<file path="config.mk">
export PLATFORM = sky130hd
export DESIGN_NAME = ccr_ctrl
export DESIGN_NICKNAME = d
export VERILOG_FILES = /design/src/rtl/ccr_pkg.sv /design/src/rtl/ccr_inval_seq.sv /design/src/rtl/ccr_ctrl.sv
export VERILOG_INCLUDE_DIRS = /design/src /design/src/rtl
export SDC_FILE = /design/constraint.sdc
export NUM_CORES = 1
export LEC_CHECK = 0
export ABC_AREA = 1
export BUFFER_PORTS_ARGS = -buffer_cell sky130_fd_sc_hd__buf_2
export CAP_MARGIN = 40
export CORE_MARGIN = 2
export CORE_UTILIZATION = 45
export CTS_CLUSTER_DIAMETER = 150
export DETAILED_ROUTE_END_ITERATION = 7
export GPL_ROUTABILITY_DRIVEN = 0
export PLACE_DENSITY = 0.76
export SETUP_SLACK_MARGIN = 0.02
export SYNTH_ARGS = -nofsm -noshare
export SYNTH_HDL_FRONTEND = slang
export SYNTH_SLANG_ARGS = --single-unit
</file>
<file path="constraint.sdc">
create_clock -name clk -period 1.61 [get_ports clk]
set_input_delay 0.161 -clock clk [delete_from_list [all_inputs] [get_ports clk]]
set_output_delay 0.161 -clock clk [all_outputs]
set_load 0.005 [all_outputs]
</file>
<file path="src/rtl/ccr_consts.svh">
// cache control register constants: code, field positions, reset, timing
// assumes inclusion by bare name from rtl files
`ifndef CCR_CONSTS_SVH
`define CCR_CONSTS_SVH
`define CCR_CODE        12'h002
`define CCR_RESET       32'h0000_0000
`define CCR_BIT_ENB     31
`define CCR_BIT_PDI     28
`define CCR_BIT_FRZ     27
`define CCR_BIT_INV     24
`define CCR_BIT_INSTR_CACHING_OFF    23
`define CCR_BIT_DATA_CACHING_OFF    22
`define CCR_BIT_INVALIDATE_INSTR_HALF    21
`define CCR_BIT_INVALIDATE_DATA_HALF    20
`define CCR_BIT_DCM     9
// writable bits: 31, 28, 27, 23..0 (30..29, 26..25 and 24 never stored)
`define CCR_KEEP_MASK   32'h98FF_FFFF
`define CCR_OVERHEAD    2
`define CCR_ENTRIES     128
`endif

</file>
<file path="src/rtl/ccr_pkg.sv">
// types shared by the cache control register logic
// assumes ccr_consts.svh is on the include path
package ccr_pkg;
  // one control register move from the core or debug module
  typedef struct packed {
    logic        valid;
    logic        write;
    logic        debug;
    logic [11:0] code;
    logic [31:0] data;
  } ccr_move_t;
  // invalidation sequencer states
  typedef enum logic [2:0] {
    CCR_IDLE = 3'b001,
    CCR_OVHD = 3'b010,
    CCR_CLR  = 3'b100
  } ccr_state_t;
endpackage

</file>
<file path="src/rtl/ccr_inval_seq.sv">
// invalidate-all sequencer: clears one tag index per cycle
// assumes start is a one-cycle pulse taken only while idle
`timescale 1ns/10ps
`include "ccr_consts.svh"
module ccr_inval_seq #(
  parameter int ENTRIES  = `CCR_ENTRIES,
  parameter int OVERHEAD = `CCR_OVERHEAD
) (
  // clock and reset
  input  wire logic                       clk,
  input  wire logic                       rst,
  // request: first index and entry count
  input  wire logic                       start,
  input  wire logic [$clog2(ENTRIES)-1:0] first,
  input  wire logic [$clog2(ENTRIES):0]   count,
  // tag clear strobe
  output logic                            busy,
  output logic                            clr_valid,
  output logic [$clog2(ENTRIES)-1:0]      clr_index
);
  import ccr_pkg::*;
  localparam int IW = $clog2(ENTRIES);
  ccr_state_t     state;
  logic [IW:0]    left;
  logic [7:0]     ovh;

  // ----------------------------------------------------------------
  // sequence
  // ----------------------------------------------------------------
  // overhead cycles first, then exactly one entry per cycle
  always_ff @(posedge clk) begin
    if (rst) begin
      state     <= CCR_IDLE;
      left      <= '0;
      ovh       <= 8'h00;
      clr_valid <= 1'b0;
      clr_index <= '0;
      busy      <= 1'b0;
    end else begin
      clr_valid <= 1'b0;
      case (state)
        CCR_IDLE: begin
          if (start && count != '0) begin
            state     <= CCR_OVHD;
            ovh       <= 8'(OVERHEAD);
            left      <= count;
            clr_index <= first;
            busy      <= 1'b1;
          end
        end
        CCR_OVHD: begin
          if (ovh <= 8'h01) begin
            state <= CCR_CLR;
          end else begin
            ovh <= ovh - 8'h01;
          end
        end
        CCR_CLR: begin
          clr_valid <= 1'b1;
          if (clr_valid) begin
            clr_index <= clr_index + IW'(1);
          end
          left <= left - (IW+1)'(1);
          if (left == (IW+1)'(1)) begin
            state <= CCR_IDLE;
          end
        end
        default: begin
          state <= CCR_IDLE;
        end
      endcase
      // busy drops once the final clear strobe is out
      if (state == CCR_IDLE && !(start && count != '0)) begin
        busy <= clr_valid;
      end
    end
  end
endmodule

</file>
<file path="src/rtl/ccr_ctrl.sv">
// cache control register with invalidate and line-push control
// assumes moves arrive one per cycle and line pushes are privileged
// Operation
// - 32-bit write-only register written by control move, code 0x002.
// - debug reads return current register contents.
// - reset clears every register bit, cache disabled.
// - default attributes apply to addresses outside all access regions.
// - array enabled only while bit 31 is one; selects configuration.
// - line push invalidates entry addr[10:4] unless bit 28 set; dropped if a sequencer clear is out in the same cycle.
// - freeze still fills the line buffer, never overwrites valid entries.
// - freeze still lets the fill buffer write invalid entries.
// - invalidate-all works whether or not the cache is enabled.
// - invalidate clears all, half or none per disable and half bits.
// - one tag entry per cycle, 128 full, 64 half, plus overhead.
// - invalidate trigger never stored; always reads as zero.
// - bit 23 disables instruction, bit 22 data; both clear means split.
// - half-invalidate bits settable only in split configuration.
// - fetches held off until invalidation completes.
// - processor reads of the register return zeros.
`timescale 1ns/10ps
`include "ccr_consts.svh"
module ccr_ctrl #(
  parameter int ENTRIES  = `CCR_ENTRIES,
  parameter int OVERHEAD = `CCR_OVERHEAD
) (
  // clock and reset
  input  wire logic                       clk,
  input  wire logic                       rst,
  // control register move port
  input  ccr_pkg::ccr_move_t              move,
  output logic                            rd_valid,
  output logic [31:0]                     rd_data,
  // line push request
  input  wire logic                       push_valid,
  input  wire logic [31:0]                push_addr,
  // fill buffer write request for one tag index
  input  wire logic                       fill_req,
  input  wire logic [$clog2(ENTRIES)-1:0] fill_index,
  input  wire logic                       fill_entry_valid,
  input  wire logic                       addr_in_region,
  // cache control outputs
  output logic                            array_enable,
  output logic                            instr_caching_off,
  output logic                            data_caching_off,
  output logic                            default_noncache,
  output logic                            fill_allow,
  output logic                            fetch_hold,
  output logic                            tag_clr_valid,
  output logic [$clog2(ENTRIES)-1:0]      tag_clr_index
);
  import ccr_pkg::*;
  localparam int IW = $clog2(ENTRIES);

  logic [31:0]   cache_control;
  logic          seq_busy;
  logic          seq_clr;
  logic [IW-1:0] seq_idx;
  logic          inv_go;
  logic [IW-1:0] inv_first;
  logic [IW:0]   inv_count;
  logic [31:0]   next_cache_control;

  // address decode shared by reads and writes
  function automatic logic hits(input ccr_move_t m);
    return m.valid && m.code == `CCR_CODE;
  endfunction

  // ----------------------------------------------------------------
  // register write
  // ----------------------------------------------------------------
  // trigger and reserved bits are masked off; half bits need split
  always_comb begin
    next_cache_control = move.data & `CCR_KEEP_MASK;
    if (move.data[`CCR_BIT_INSTR_CACHING_OFF] || move.data[`CCR_BIT_DATA_CACHING_OFF]) begin
      next_cache_control[`CCR_BIT_INVALIDATE_INSTR_HALF] = 1'b0;
      next_cache_control[`CCR_BIT_INVALIDATE_DATA_HALF] = 1'b0;
    end
  end

  always_ff @(posedge clk) begin
    if (rst) begin
      cache_control <= `CCR_RESET;
    end else if (hits(move) && move.write) begin
      cache_control <= next_cache_control;
    end
  end

  // ----------------------------------------------------------------
  // invalidate-all decode
  // ----------------------------------------------------------------
  // split: top index bit (address bit 10) picks half; half bits narrow the range
  always_comb begin
    inv_go    = hits(move) && move.write && move.data[`CCR_BIT_INV];
    inv_first = '0;
    inv_count = (IW+1)'(ENTRIES);
    if (!next_cache_control[`CCR_BIT_INSTR_CACHING_OFF] && !next_cache_control[`CCR_BIT_DATA_CACHING_OFF]) begin
      case ({next_cache_control[`CCR_BIT_INVALIDATE_INSTR_HALF], next_cache_control[`CCR_BIT_INVALIDATE_DATA_HALF]})
        2'b10: begin
          inv_count = (IW+1)'(ENTRIES / 2);
        end
        2'b01: begin
          inv_first = IW'(ENTRIES / 2);
          inv_count = (IW+1)'(ENTRIES / 2);
        end
        2'b11: begin
          inv_count = '0;
        end
        default: begin
          inv_count = (IW+1)'(ENTRIES);
        end
      endcase
    end
  end

  ccr_inval_seq #(
    .ENTRIES  (ENTRIES),
    .OVERHEAD (OVERHEAD)
  ) u_seq (
    .clk       (clk),
    .rst       (rst),
    .start     (inv_go && !seq_busy),
    .first     (inv_first),
    .count     (inv_count),
    .busy      (seq_busy),
    .clr_valid (seq_clr),
    .clr_index (seq_idx)
  );

  // ----------------------------------------------------------------
  // read back
  // ----------------------------------------------------------------
  // only debug reads see contents; processor reads see zero
  always_ff @(posedge clk) begin
    if (rst) begin
      rd_valid <= 1'b0;
      rd_data  <= 32'h0000_0000;
    end else begin
      rd_valid <= hits(move) && !move.write;
      if (hits(move) && !move.write && move.debug) begin
        rd_data <= cache_control;
      end else begin
        rd_data <= 32'h0000_0000;
      end
    end
  end

  // ----------------------------------------------------------------
  // cache controls
  // ----------------------------------------------------------------
  // a line push shares the clear port; sequencer clears take priority
  always_ff @(posedge clk) begin
    if (rst) begin
      array_enable      <= 1'b0;
      instr_caching_off <= 1'b0;
      data_caching_off  <= 1'b0;
      default_noncache  <= 1'b0;
      fill_allow        <= 1'b0;
      fetch_hold        <= 1'b0;
      tag_clr_valid     <= 1'b0;
      tag_clr_index     <= '0;
    end else begin
      array_enable      <= cache_control[`CCR_BIT_ENB];
      instr_caching_off <= cache_control[`CCR_BIT_INSTR_CACHING_OFF];
      data_caching_off  <= cache_control[`CCR_BIT_DATA_CACHING_OFF];
      default_noncache  <= !addr_in_region && cache_control[`CCR_BIT_DCM];
      // freeze keeps valid lines; invalid lines still take the fill
      fill_allow        <= fill_req && cache_control[`CCR_BIT_ENB] &&
                           (!cache_control[`CCR_BIT_FRZ] || !fill_entry_valid);
      fetch_hold        <= seq_busy || (inv_go && inv_count != '0);
      if (seq_clr) begin
        tag_clr_valid <= 1'b1;
        tag_clr_index <= seq_idx;
      end else begin
        tag_clr_valid <= push_valid && !cache_control[`CCR_BIT_PDI];
        tag_clr_index <= push_addr[IW+3:4];
      end
    end
  end

  // ----------------------------------------------------------------
  // checks
  // ----------------------------------------------------------------
  property p_reset_clear;
    @(posedge clk) rst |=> cache_control == 32'h0000_0000;
  endproperty
  a_reset_clear: assert property (p_reset_clear) else $error("reset left register set");

  property p_trigger_zero;
    @(posedge clk) disable iff (rst) !cache_control[`CCR_BIT_INV];
  endproperty
  a_trigger_zero: assert property (p_trigger_zero) else $error("trigger bit stored");

  property p_cpu_read_zero;
    @(posedge clk) disable iff (rst)
      hits(move) && !move.write && !move.debug |=> rd_valid && rd_data == 32'h0;
  endproperty
  a_cpu_read_zero: assert property (p_cpu_read_zero) else $error("cpu read not zero");

  property p_debug_read;
    @(posedge clk) disable iff (rst)
      hits(move) && !move.write && move.debug |=> rd_data == $past(cache_control);
  endproperty
  a_debug_read: assert property (p_debug_read) else $error("debug read mismatch");

  property p_enable_follows;
    @(posedge clk) disable iff (rst) ##1 array_enable == $past(cache_control[31]);
  endproperty
  a_enable_follows: assert property (p_enable_follows) else $error("enable mismatch");

  property p_push_inval;
    @(posedge clk) disable iff (rst)
      push_valid && !seq_clr && !cache_control[28] |=>
        tag_clr_valid && tag_clr_index == $past(push_addr[10:4]);
  endproperty
  a_push_inval: assert property (p_push_inval) else $error("line push not cleared");

  property p_push_off;
    @(posedge clk) disable iff (rst)
      push_valid && !seq_clr && cache_control[28] |=> !tag_clr_valid;
  endproperty
  a_push_off: assert property (p_push_off) else $error("line push acted while off");

  property p_freeze;
    @(posedge clk) disable iff (rst)
      cache_control[27] && fill_entry_valid |=> !fill_allow;
  endproperty
  a_freeze: assert property (p_freeze) else $error("frozen valid line overwritten");

  property p_freeze_invalid;
    @(posedge clk) disable iff (rst)
      fill_req && cache_control[31] && !fill_entry_valid |=> fill_allow;
  endproperty
  a_freeze_invalid: assert property (p_freeze_invalid) else $error("invalid fill refused");

  property p_full_inval;
    @(posedge clk) disable iff (rst)
      inv_go && !seq_busy && inv_count == 8'd128 |=> fetch_hold [*8];
  endproperty
  a_full_inval: assert property (p_full_inval) else $error("fetch not held");

  property p_split_half;
    @(posedge clk) disable iff (rst)
      hits(move) && move.write && (move.data[23] || move.data[22]) |=>
        !cache_control[21] && !cache_control[20];
  endproperty
  a_split_half: assert property (p_split_half) else $error("half bit set outside split");

  property p_hold_during_clear;
    @(posedge clk) disable iff (rst) seq_clr |=> fetch_hold;
  endproperty
  a_hold_during_clear: assert property (p_hold_during_clear) else $error("hold dropped");
endmodule

</file>
Word-level counts from Yosys, hierarchy flattened
Cells that the tools add are included.

Flip-flop bits (word level): 97. Bits in latches: 0. Memory bits (writable): 0. Memory bits (read-only): 0. Input bits: 92. Output and inout port bits: 47. Logic and storage cells: 96. Memories kept: 0.

Add/sub/neg operators: 3. Multipliers: 0. Div/mod/pow operators: 0. Magnitude comparators: 1. Equal/unequal tests: 13. Shift operators: 0. Mux-type cells: 23. Bitwise gates (word level): 1. Reduce and logical (&&, ||, !) cells: 38.

Operators by type and width (count): case mux 8 bit (2 select lines) (3); two-way mux 7 bit (5); two-way mux 8 bit (4); subtractor 8 x 1 -> 8 bit (second input constant) (2); logical AND 1 bit (14); case mux 7 bit (2 select lines) (1); equality test 12 x 2 -> 1 bit (second input constant) (1); logical NOT 1 bit (9); two-way mux 3 bit (3); case mux 3 bit (3 select lines) (1); AND reduction 3 bit (3); equality test 8 x 1 -> 1 bit (second input constant) (1); <= comparator 8 x 1 -> 1 bit (second input constant) (1); nonzero test 2 bit (4); nonzero test 8 bit (1); adder 7 x 1 -> 7 bit (second input constant) (1); != test 2 x 1 -> 1 bit (second input constant) (3); two-way mux 1 bit (5); equality test 2 bit (second input constant) (2); != test 2 bit (second input constant) (2); AND reduction 2 bit (2); OR reduction 2 bit (2); equality test 3 x 1 -> 1 bit (second input constant) (1); equality test 3 x 2 -> 1 bit (second input constant) (1); 5 further kinds (7).

Depth between registers and ports, before layout
Gate-level depths: netlist of run 1.

Depth after elaboration: 12. Mapped depth: 13. Gate-level depth less buffers: 12.

By module
Synthesis of run 1 repeated with hierarchy kept, for this count alone.

Cell total of the unflattened synthesis: 613. Area total of the unflattened synthesis: 4284.1 µm².

Modules (own cells, without submodules): ccr_ctrl (times used 1, cells each 326, area an instance 2494.9 µm², seq. area each 1381.3 µm²); ccr_inval_seq (times used 1, cells each 287, area an instance 1789.2 µm², seq. area each 560.5 µm²).

Least setup slack after synthesis of run 1
Ideal clock, no wire load.

Path type: input to register. From: in move[22] in the netlist's numbering. To: reg u_seq.left[6]. Setup time: 0.115 ns. Data arrival time: 1.431 ns. Data required time: 1.495 ns. Slack: 0.064 ns. Stages on the path: 10. Path buffers: 1. Path through: nor2_2 nand2_1 ha_1 nand3_1 nand2_1 inv_2 nand4_4 buf_6 a21oi_1 nor2_1.

Longest elaborated chain between the ends: 10. Elaborated cells between the ends (all ways): 16. Classes of those cells: eq/ne: 4; mux: 5; reduce/logical: 7.

RTL lines: start: declaration (RTL line ccr_ctrl.sv:30) `input ccr_pkg::ccr_move_t move,`; logical OR 1 bit (RTL line ccr_ctrl.sv:74) `` if (move.data[`CCR_BIT_INSTR_CACHING_OFF] || move.data[`CCR_BIT_DATA_CACHING_OFF]) begin ``; two-way mux 2 bit (RTL line ccr_ctrl.sv:74); equality test 2 x 1 -> 1 bit / equality test 2 bit (equally long branches) (RTL line ccr_ctrl.sv:97) `` case ({next_cache_control[`CCR_BIT_INVALIDATE_INSTR_HALF], next_cache_control[`CCR_BIT_INVALIDATE_DATA_HALF]}) ``; OR reduction 2 bit (no source line); case mux 8 bit (2 select lines) (RTL line ccr_ctrl.sv:97); two-way mux 8 bit * (RTL line ccr_ctrl.sv:96) `` if (!next_cache_control[`CCR_BIT_INSTR_CACHING_OFF] && !next_cache_control[`CCR_BIT_DATA_CACHING_OFF]) begin ``; nonzero test 8 bit (RTL line ccr_inval_seq.sv:43) `if (start && count != '0) begin`; logical AND 1 bit (RTL line ccr_inval_seq.sv:43); != test 2 bit (no source line); AND reduction 2 bit (no source line); end signal: assignment (RTL line ccr_inval_seq.sv:46) `left <= count;`; end signal: assignment (RTL line ccr_inval_seq.sv:63) `left <= left - (IW+1)'(1);`; end: declaration (RTL line ccr_inval_seq.sv:24) `logic [IW:0] left;`.

Mark *: on every way between the ends. The rest lies on a longest branch, timed or not. The select of a mux whose other input is x is not followed. A chain may end at the register's enable or synchronous reset.

Final worst setup path of run 1
From: reg u_seq.ovh[0]. To: reg u_seq.ovh[6].

Longest elaborated chain between the ends: 3. Elaborated cells between the ends (all ways): 6. Classes of those cells: add/sub: 1; order compare: 1; eq/ne: 1; mux: 2; reduce/logical: 1.

RTL lines: start: declaration (RTL line ccr_inval_seq.sv:25) `logic [7:0] ovh;`; start signal: assignment (RTL line ccr_inval_seq.sv:45) `ovh <= 8'(OVERHEAD);`; start signal: assignment (RTL line ccr_inval_seq.sv:55) `ovh <= ovh - 8'h01;`; subtractor 8 x 1 -> 8 bit / <= comparator 8 x 1 -> 1 bit (equally long branches) (RTL line ccr_inval_seq.sv:55, ccr_inval_seq.sv:52); two-way mux 8 bit / != test 2 bit (equally long branches); case mux 8 bit (2 select lines) / AND reduction 3 bit (equally long branches).

Parallel ways exist; a longest one is shown, timed or not. The select of a mux whose other input is x is not followed.

==> impl_results.md, run 1 <==
- Result of the run: finished clean
- Pwr Density: 927 nW/um^2
- Count of max-cap constraint violations: 0
- Main flop type after synthesis: sky130_fd_sc_hd__dfxtp_1
- Mean post-synth cell area: between 7 and 8 um^2
- Number of buffers between clock root and the deepest sink: 2
- CP Launch Type: flop
- Placed cells: 722
- Number of setup violations in the final report: 0
- Count of cell types in the netlist: 41
- Area of placed instances: 4760 um^2
- Buffer cell driving the clock tree root: sky130_fd_sc_hd__clkbuf_8
- Number of antenna-violating nets in the routed design: 0
- Setup repair after global routing missed its margin: true
- Starting density of the core: 46.6%
- Number of buffers inserted by port buffering: slightly below 100
- Hold WC Path Type: in2reg
- DRC: 0
- Final cell count without fillers: 741
- Synthesis-stage register bit count: 97
- Most frequent cells after synthesis: 126 x sky130_fd_sc_hd__nor2_1, 97 x sky130_fd_sc_hd__dfxtp_1, 65 x sky130_fd_sc_hd__inv_1
- Clock tree sinks: 97
- Area added between synthesis and finish: 22.6%
- Capturing element type of the critical path: flop
- Final hold violations: 0
- Maximum number of pins on one net before global-route repair: 54
- Initial antenna violation count: 0
- Placed wire-length estimate after detailed placement: 6.21 mm
- Clock latency reported for the late side of the worst-skew pair: ~0.36 ns
- Post-synth ARST share: 0%
- # nets final: 728
- Clock transition at the registers of the reported paths: 0.10 ns
- Count of filler cells inserted in the layout: 756
- Fin crit share: slightly above 90%
- Area of the core: 8760 um^2
- Share of the synthesized area in the top cell type: between 40 and 50%
- Startpoint of the worst-slack reg-to-reg timing path: u_seq.ovh[0]$_SDFFE_PP0P_
- Biggest area contributors in the synthesized netlist: sky130_fd_sc_hd__dfxtp_1 48%, sky130_fd_sc_hd__nor2_1 12%, sky130_fd_sc_hd__inv_1 6.0%
- GRT Residual Overflow: 0
- Arrival time at the worst endpoint: 1.74 ns
- Die ar.: approximately 9900 um^2
- Number of antenna repair diodes: 0
- CTS buffer count: 9
- Worst setup margin: ~0.13 ns
- Wire length the detailed router placed on met1: just under 4 mm
- Total leakage power: around 2.3 nW
- Sequential cell area fraction in the yosys report: 47.5%
- Count of vias placed by the detailed router: 3539
- Time the final worst path needs with I/O delays and setup: around 1.5 ns
- Pins over their slew limit: 0
- Fraction of layout instances using a drive strength above 1: 25.4%
- Worst ir drop on vdd: 0.000431 V
- Sum of negative setup slack: 0 ns
- I/O pin count: between 100 and 150
- Aggregate routed wire length: 8.66 mm
- Wire length of the first global-routing pass: 14.7 mm
- Chip height: 99.3 um
- Initial DRC Count: 131
- Final Skew: 0.00962 ns
- Number of vias per cell after detailed routing: between 4 and 5
- Non-Filler Cell Area, Final: 5010 um^2
- Highest clock frequency the design can meet: 674 MHz
- Most numerous cell in the Yosys netlist: sky130_fd_sc_hd__nor2_1
- Die X: slightly below 100 um
- Site Rows: 34
- Overall power after layout: around 4.6 mW
- Router iterations before antenna repair: 5
- Number of global-route vias before repair: about 3.4k
- Maximum fanout along the worst path: 10
- Average wire per cell in the routed design: between 10 and 15 um
- Post-synthesis instance total: approximately 500
- Headroom to the max-slew limit: approximately 65%
- Top layer in use: met4
- Actual slew at the worst max-slew pin: 0.523 ns
- Number of H-tree levels: 3
- Hold_sp: push_addr[6]
- Placement-stage worst setup slack: -0.192 ns
- Data required time of the worst path: 1.87 ns
- Sum of met3 wire segment lengths after detailed routing: 527 um
- CTS tree: done
- Worst Setup Path Type: reg2reg
- CP startpoint: u_seq.ovh[0]$_SDFFE_PP0P_
- Number of enable flip-flop cells after synthesis: 0
- Detailed-routed wire length on met2: 4.04 mm
- Gr usage total: 18.1%
- Yosys warning count: 0
- Netlist Area Pre-Place: 4080 um^2
- Area leader, netlist: sky130_fd_sc_hd__dfxtp_1
kinds of logic (layout without fill, tap and decap cells):
logic type,Yosys count,in the layout,synth area share [%]
adders and majority gates,7,7,2.14
DFF,97,97,47.5
buffers and inverters,92,206,10.9
other,1,5,0.0918
xor gates and xnor gates,7,7,1.50
AOI/OAI and AO/OA,73,73,11.6
and+or+nand+nor,238,238,26.2
final cells by class:
class	count	area, um^2	area share (%)
multi-input cells	330	1720	34.3
well taps	108	135	2.70
clock buffers	9	124	2.47
repair buffers	123	757	15.1
flip-flops and latches	97	1940	38.8
inverters	68	258	5.15
clock inverters	6	73.8	1.47
critical path: stages, from the launching register on:
cell	delay, ns
sky130_fd_sc_hd__dfxtp_2	0.37
sky130_fd_sc_hd__inv_1	0.06
sky130_fd_sc_hd__ha_1	0.21
sky130_fd_sc_hd__o21ai_1	0.16
sky130_fd_sc_hd__nor2_1	0.08
sky130_fd_sc_hd__a21boi_2	0.16
sky130_fd_sc_hd__buf_6	0.15
sky130_fd_sc_hd__nand3_1	0.07
sky130_fd_sc_hd__nand2_1	0.07
sky130_fd_sc_hd__nor2_1	0.04
through the flow:
stage / hold WS, ns / util, %
global placement: 0.336 / 54.3
CTS: 0.0168 / 57.0
floorplan: 0.240 / -
finish: 0.0315 / 57.1
detailed placement: 0.337 / 54.3
global route: 0.0445 / 57.1
flip-flops by register name, summed over array words and instances (netlist names), 3 cells and up:
signal	flops
u_seq.ovh	8
u_seq.left	8
u_seq.state	3
tag_clr_index	7
u_seq.clr_index	7
rd_data	27
cache_control	27
path summary, 6_finish.rpt:
| check | cells after the start | slack [ns] | end |
|---|---|---|---|
| setup / recovery | 9 | 0.13 | u_seq.ovh[6]$_SDFFE_PP0P_ |
| hold / removal | 3 | 0.03 | tag_clr_index[2]$_SDFF_PP0_ |
| setup reg to reg | 9 | 0.13 | u_seq.ovh[6]$_SDFFE_PP0P_ |
| hold reg to reg | 2 | 0.44 | rd_data[12]$_SDFF_PP0_ |
metal layers:
metal	vias up	track usage, %
li1	1857	-
met1	1562	22.2
met2	105	30.9
met3	15	4.99
met4	0	6.01
met5	-	0
placed cells by master, fill, tap and decap left out, types with 6 or more instances in the layout:
cell type,count
sky130_fd_sc_hd__a21oi_1,21
sky130_fd_sc_hd__ha_1,7
sky130_fd_sc_hd__nand4_1,6
sky130_fd_sc_hd__nor2_1,126
sky130_fd_sc_hd__inv_1,65
sky130_fd_sc_hd__nand2_1,58
sky130_fd_sc_hd__xor2_1,6
sky130_fd_sc_hd__dfxtp_1,96
sky130_fd_sc_hd__buf_4,16
sky130_fd_sc_hd__clkbuf_8,9
sky130_fd_sc_hd__nand3_1,24
sky130_fd_sc_hd__a211oi_1,22
sky130_fd_sc_hd__o21ai_0,16
sky130_fd_sc_hd__buf_2,97
power by group:
part           internal (mW)  switching, mW
registers               2.44         0.0317
clock network          0.732          0.891
logic                  0.244          0.301
total                   3.41           1.22
repair_timing:
item                                    4_1_cts  5_1_grt
hold endpoints to repair                      3        0
buffers inserted                              0        0
hold buffers                                  4        0
endpoints found under the setup margin        5       10
gates resized for setup                       1        3
Note: power is estimated with default switching activity, not from simulation.
==> run 2, diff against run 1 <==
Settings changed: ABC_AREA 1 to default, CORE_UTILIZATION 45 to 44, PLACE_DENSITY 0.76 to 0.75.
==> impl_results.md, run 2 <==
- GRT Residual Overflow: 0 (unchanged)
- Most common cell after layout, fill and taps aside: sky130_fd_sc_hd__buf_2
- Startpoint of the worst-slack reg-to-reg timing path: u_seq.state[0]$_SDFFE_PP1P_
- Setup repair after global routing missed its margin: true
- Count of max-cap constraint violations: 0 (unchanged)
- Clock power frac: 33.7% (-1.3 points)
- Initial antenna violation count: 0 (unchanged)
- Pint: 3.34 mW (-2.3%)
- Buffer cell driving the clock tree root: sky130_fd_sc_hd__clkbuf_8
- Count of vias placed by the detailed router: 3416 (-3.5%)
- CTS buffer count: 9 (unchanged)
- Yosys warning count: 0 (unchanged)
- Arrival time at the worst endpoint: 2.03 ns (+0.29 ns)
- Maximum number of pins on one net before global-route repair: 39 (-28%)
- Highest clock frequency the design can meet: 570 MHz (-15%)
- Core Util, Final: 63.7% (+6.6 points)
- Hold WC Path Type: in2reg
- Mean post-synth cell area: 9.06 um^2 (+14%)
- Netlist Area Pre-Place: 3740 um^2 (-8.4%)
- Post-synthesis instance total: 413 (-20%)
- Pins over their slew limit: 0 (unchanged)
- CP Launch Type: input port
- Largest registers: cache_control (27), rd_data (27)
- Number of antenna repair diodes: 0 (unchanged)
- Post-synth ARST share: 0% (unchanged)
- Aggregate routed wire length: 9.17 mm (+5.9%)
- Worst R2R Path Depth: 5 (-4)
- Placed cells: 634 (-12%)
- Final cell count without fillers: 667 (-10%)
- Time the final worst path needs with I/O delays and setup: 1.75 ns (+0.271 ns)
- Number of enable flip-flop cells after synthesis: 0 (unchanged)
- Total leakage power: 2.25 nW (-3.8%)
- Share of the synthesized area in the top cell type: 51.9% (+4.3 points)
- Number of buffers between clock root and the deepest sink: 2 (unchanged)
- Sum of negative setup slack: -0.990 ns (-0.990 ns)
- Worst setup margin: -0.144 ns (-0.271 ns)
- Data required time of the worst path: 1.89 ns (+0.02 ns)
- Wire length of the first global-routing pass: 14.2 mm (-3.1%)
- Number of antenna-violating nets in the routed design: 0 (unchanged)
- Slowest stage cell, crit path: sky130_fd_sc_hd__or4b_4
- Sequential cell area fraction in the yosys report: 51.9% (+4.3 points)
- Gr usage total: 19.7% (+1.5 points)
- Pwr Density: 873 nW/um^2 (-5.8%)
- # nets final: 656 (-9.9%)
- Final hold violations: 0 (unchanged)
- Hold_sp: fill_req
- Placement-stage worst setup slack: -0.523 ns (-0.331 ns)
- Worst Setup Path Type: in2reg
- Min-Delay Endpoint: fill_allow$_SDFF_PP0_
- Number of buffers inserted by port buffering: 97 (unchanged)
- Result of the run: finished, violations left
- Psw: 1.23 mW (+0.63%)
- Site Rows: 33 (-2.9%)
- Main flop type after synthesis: sky130_fd_sc_hd__dfxtp_1
- DRC: 0 (unchanged)
- Final Skew: 0.0116 ns (+0.00200 ns)
- Combinational Power Share: 11.5% (-0.3 points)
- Placed wire-length estimate after detailed placement: 6.16 mm (-0.70%)
- Number of setup violations in the final report: 17 (+17)
- Worst ir drop on vdd: 0.000550 V (+27%)
- Count of filler cells inserted in the layout: 707 (-6.5%)
- Number of cells traversed by the worst hold path: 3 (unchanged)
- Synthesis-stage register bit count: 97 (unchanged)
- Worst stage delay on the critical path: 0.46 ns (+0.09 ns)
- Area leader, netlist: sky130_fd_sc_hd__dfxtp_1
- Fin crit share: 109% (+17 points)
- Most frequent cells after synthesis: 97 x sky130_fd_sc_hd__dfxtp_1, 64 x sky130_fd_sc_hd__nand2_1, 39 x sky130_fd_sc_hd__a21oi_1, 39 x sky130_fd_sc_hd__nor2_1, 33 x sky130_fd_sc_hd__and3_1
- Switching share of power: 27.0% (+0.57 points)
- Number of global-route vias before repair: 3208 (-5.2%)
- Final-layout worst hold slack: 0.0184 ns (-0.0131 ns)
- Average wire per cell in the routed design: 13.8 um (+18%)
- Reg-to-reg slack, setup: -0.10 ns (-0.23 ns)
- Starting density of the core: 45.5% (-1.1 points)
- Chip height: 96.2 um (-3.1%)
- Clock transition at the registers of the reported paths: 0.10 ns (about the same)
- Area added between synthesis and finish: 39.9%
- Capturing element type of the critical path: flop
- Initial DRC Count: 147 (+12%)
- Count of cell types in the netlist: 49 (+20%)
- Router iterations before antenna repair: 4 (-1)
- Most used cells in the layout excluding fill and tap cells: 95 x sky130_fd_sc_hd__buf_2, 92 x sky130_fd_sc_hd__dfxtp_1, 60 x sky130_fd_sc_hd__nand2_1
- I/O pin count: 139 (unchanged)
- Die X: 96.2 um (-3.1%)
- Clock tree sinks: 97 (unchanged)
- Most numerous cell in the Yosys netlist: sky130_fd_sc_hd__dfxtp_1
- Fraction of layout instances using a drive strength above 1: 40.6% (+15 points)
- Number of vias per cell after detailed routing: 5.12 (+7.2%)
- Maximum fanout along the worst path: 4 (-6)
- Violations in the final reports: setup timing
- Sequence of cells on the critical path: buf_8 > nor2_4 > nand2_2 > ha_4 > or4b_4 > nor4b_4 > and3_1 > or4_1 > o31ai_1
- Reg2Reg Capture Point: u_seq.ovh[6]$_SDFFE_PP0P_
- Area of the core: 8220 um^2 (-6.2%)
- Biggest area contributors in the synthesized netlist: sky130_fd_sc_hd__dfxtp_1 52%, sky130_fd_sc_hd__nand2_1 6.4%, sky130_fd_sc_hd__and3_1 5.5%
- Share of power burned in registers: 54.8% (+1.6 points)
- Number of H-tree levels: 3 (unchanged)
- Die ar.: 9260 um^2 (-6.0%)
- Clock latency reported for the late side of the worst-skew pair: 0.36 ns (about the same)
- CTS tree: done
-- run 2: cell types whose count changed after synthesis, moves of 5 or more --
cell and change:
sky130_fd_sc_hd__clkbuf_1 +10, sky130_fd_sc_hd__and3_1 +33, sky130_fd_sc_hd__a21oi_1 +18, sky130_fd_sc_hd__mux2i_1 +9
sky130_fd_sc_hd__nand2_1 +5, sky130_fd_sc_hd__nor2_1 -87, sky130_fd_sc_hd__inv_1 -58, sky130_fd_sc_hd__o21ai_0 -10
sky130_fd_sc_hd__buf_6 -9, sky130_fd_sc_hd__nand3_1 -13, sky130_fd_sc_hd__a211oi_1 -19
-- run 2: power groups by stage --
stage               combinational, mW  sequential, mW  clock, mW
finish                          0.524            2.50       1.54
global route                    0.579            2.51       1.67
detailed placement              0.477            2.55          0
CTS                             0.501            2.50       1.57
global placement                0.466            2.54          0
floorplan                       0.246            2.55          0
-- run 2: final cells by class --
class                   instances  area, um^2  area share, %
flip-flops and latches         97        1950           37.2
repair buffers                154         997           19.1
well taps                     105         131           2.51
multi-input cells             288        1930           36.9
inverters                       7        28.8          0.550
clock inverters                 7        72.6           1.39
clock buffers                   9         124           2.37
-- run 2: worst max-delay path by stage --
stage,startpoint,slack [ns],endpoint,cells past startpoint
CTS,move[23],-0.13,u_seq.left[0]$_SDFFE_PP0P_,9
floorplan,move[23],-0.30,u_seq.left[0]$_SDFFE_PP0P_,8
global route,u_seq.state[0]$_SDFFE_PP1P_,-0.17,u_seq.ovh[6]$_SDFFE_PP0P_,5
detailed placement,move[23],-0.52,u_seq.clr_index[5]$_SDFFE_PP0P_,10
global placement,move[23],-0.46,u_seq.left[0]$_SDFFE_PP0P_,9
finish,move[23],-0.14,u_seq.left[0]$_SDFFE_PP0P_,9
-- run 2: what timing repair did --
action | in CTS | in global routing
setup endpoints to repair | 22 | 25
endpoints found under the hold margin | 2 | 0
hold buffers | 2 | 0
cloned | 1 | 0
buffers inserted | 10 | 4
pin swaps | 25 | 10
gates resized for setup | 48 | 22
-- run 2: through the flow --
step                      total power [mW]  area (um^2)
after floorplan                       2.80         3790
after global routing                  4.76         5230
after detailed placement              3.02         4600
after CTS                             4.57         5080
final                                 4.57         5230
after global placement                3.01         4600
-- run 2: cell families after synthesis --
family	share of synthesized area, %
compound gates	10.8
other cells	0.100
xor+xnor	1.17
buf+inv	3.84
simple gates	27.2
fa+ha+maj	2.34
mux	2.71
flops	51.9
-- run 2: critical path: cells and delay by family --
kind / cells / cell delay (ns)
simple gates: 6 / 1.42
fa+ha+maj: 1 / 0.27
buf+inv: 1 / 0.10
compound gates: 1 / 0.08
-- run 2: routing by layer --
metal	GRT usage [%]	up-vias	share of wire [%]
met5	0	-	0
met4	7.14	0	2.3
met3	4.46	16	5.2
met2	34.0	93	50
met1	23.8	1599	43
li1	-	1708	-
==> run 3, diff against run 2 <==
Settings changed: HOLD_SLACK_MARGIN from default to 0.08, MAX_ROUTING_LAYER from default to met4, SETUP_SLACK_MARGIN 0.02 to 0.15.
==> impl_results.md, run 3 (synthesized netlist as in run 2, its figures left out) <==
- Slowest stage cell, crit path: sky130_fd_sc_hd__or4b_4
- Area of the core: 8220 um^2 (unchanged)
- Time the final worst path needs with I/O delays and setup: 1.75 ns (-0.00640 ns)
- Data required time of the worst path: 1.89 ns (about the same)
- CTS buffer count: 9 (unchanged)
- Placed cells: 635 (+0.16%)
- Number of setup violations in the final report: 19 (+2)
- CP startpoint: move[22]
- Buffer cell driving the clock tree root: sky130_fd_sc_hd__clkbuf_8
- Most used cells in the layout excluding fill and tap cells: 95 x sky130_fd_sc_hd__buf_2, 92 x sky130_fd_sc_hd__dfxtp_1, 60 x sky130_fd_sc_hd__nand2_1
- Clock tree sinks: 97 (unchanged)
- Area added between synthesis and finish: 46.5%
- Number of buffers between clock root and the deepest sink: 2 (unchanged)
- Gr usage total: 22.3% (+2.6 points)
- Site Rows: 33 (unchanged)
- GRT Residual Overflow: 0 (unchanged)
- Initial antenna violation count: 0 (unchanged)
- CTS tree: done
- Violations in the final reports: setup timing
- Sum of buffers and inverters on the critical path: 1 (unchanged)
- Number of antenna-violating nets in the routed design: 0 (unchanged)
- Sequence of cells on the critical path: buf_8 > nor2_4 > nand2_2 > ha_4 > or4b_4 > nor4b_4 > and3_1 > or4_1 > o31ai_1
- Starting density of the core: 45.5% (unchanged)
- Average wire per cell in the routed design: 14.5 um (+5.2%)
- Number of buffers inserted by port buffering: 97 (unchanged)
- Router iterations before antenna repair: 5 (+1)
- Die ar.: 9260 um^2 (unchanged)
- Initial DRC Count: 155 (+5.4%)
- Worst stage delay on the critical path: 0.47 ns (about the same)
- Number of global-route vias before repair: 3468 (+8.1%)
- Maximum number of pins on one net before global-route repair: 32 (-18%)
- CP Launch Type: input port
- Startpoint of the worst-slack reg-to-reg timing path: u_seq.busy$_SDFFE_PP0P_
- Wire length of the first global-routing pass: 15.5 mm (+8.6%)
- Largest registers: cache_control (27), rd_data (27)
- Footprint of the multi-input gates: 1880 um^2 (-2.5%)
- Arrival time at the worst endpoint: 2.02 ns (about the same)
- Core Util, Final: 66.7% (+3.0 points)
- Fin crit share: 109% (-0.40 points)
- Number of H-tree levels: 3 (unchanged)
- Hold_sp: move[45]
- Pwr Density: 840 nW/um^2 (-3.8%)
- Setup repair after global routing missed its margin: true
- Final cell count without fillers: 700 (+4.9%)
- Hold WC Path Type: in2reg
- Die X: 96.2 um (unchanged)
- Result of the run: finished, violations left
- Aggregate routed wire length: 10.1 mm (+10%)
- Placed wire-length estimate after detailed placement: 6.28 mm (+1.9%)
- # nets final: 688 (+4.9%)
- Maximum fanout along the worst path: 3 (-1)
- Worst setup margin: -0.137 ns (+0.00639 ns)
- I/O pin count: 139 (unchanged)
- Clock latency reported for the late side of the worst-skew pair: 0.36 ns (about the same)
- Clock transition at the registers of the reported paths: 0.10 ns (about the same)
- Worst ir drop on vdd: 0.000426 V (-23%)
- Final hold violations: 0 (unchanged)
- Count of max-cap constraint violations: 0 (unchanged)
- Number of vias per cell after detailed routing: 5.14 (+0.31%)
- Sequential cell area: 1950 um^2 (+0.26%)
- Total leakage power: 2.35 nW (+4.5%)
- Count of filler cells inserted in the layout: 611 (-14%)
- DRC: 0 (unchanged)
- Worst Setup Path Type: in2reg
- Most common cell after layout, fill and taps aside: sky130_fd_sc_hd__buf_2
- Count of vias placed by the detailed router: 3596 (+5.3%)
- Capturing element type of the critical path: flop
- Fraction of layout instances using a drive strength above 1: 36.4% (-4.2 points)
- Chip height: 96.2 um (unchanged)
- Family with the most delay on the worst path: simple AND/OR/NAND/NOR gates
- Highest clock frequency the design can meet: 572 MHz (+0.37%)
- Final Skew: 0.00699 ns (-0.00462 ns)
- Pins over their slew limit: 0 (unchanged)
run 3: cell count changes in the layout (fill, tap and decap cells not counted), sizes merged:
cell and change:
diode +1, inv -1, dlygate4sd3 +32, clkinvlp +2, clkinv -2, clkbuf +1
run 3: stage by stage:
stage	hold WS (ns)	worst slack (ns)	power, mW	setup TNS, ns	instance area [um^2]
finish	0.169	-0.137	4.61	-1.26	5480
global route	0.161	-0.176	4.80	-2.43	5480
CTS	0.144	-0.0941	4.56	-0.311	5370
detailed placement	0.332	-0.527	3.03	-11.23	4620
global placement	0.326	-0.445	3.02	-9.18	4620
floorplan	0.237	-0.304	2.80	-3.51	3790
run 3: final cells by class:
cell class / count / area share, %
Timing Repair Buffer: 186 / 23.8
Clock inverter: 6 / 0.936
Tap cell: 105 / 2.40
Antenna cell: 1 / 0.0456
Inverter: 7 / 0.479
Multi-Input combinational cell: 288 / 34.4
Sequential cell: 97 / 35.6
Clock buffer: 10 / 2.33
run 3: worst paths after layout:
path	endpoint	slack, ns	cells past startpoint
min reg2reg	cache_control[4]$_SDFFE_PP0N_	0.45	2
max	u_seq.left[0]$_SDFFE_PP0P_	-0.14	9
min	rd_valid$_SDFF_PP0_	0.17	3
max reg2reg	u_seq.left[6]$_SDFFE_PP0P_	-0.09	6
run 3: power breakdown:
part / leakage (nW) / total [mW] / internal, mW / switching, mW
clock: 0.0810 / 1.45 / 0.581 / 0.871
combinational: 1.48 / 0.629 / 0.350 / 0.279
sequential: 0.786 / 2.53 / 2.46 / 0.0639
run 3: worst min-delay path, delay by kind of cell:
| kind | cells | cell delay (ns) |
|---|---|---|
| buffers and inverters | 2 | 0.25 |
| AND/OR/NAND/NOR | 1 | 0.06 |
run 3: layer usage:
metal	GRT usage (%)	wire length (um)	up-vias	part of all wire [%]
met5	-	0	-	0
met4	11.3	303	0	3.0
met3	4.54	412	28	4.1
met2	37.8	5210	105	51
met1	24.6	4200	1693	41
li1	-	-	1770	-
run 3: timing repair:
item	in CTS	in global routing
pin swaps	19	8
buffers inserted	10	4
endpoints found under the hold margin	33	0
hold buffers	34	0
setup endpoints to repair	27	27
gates resized for setup	39	16
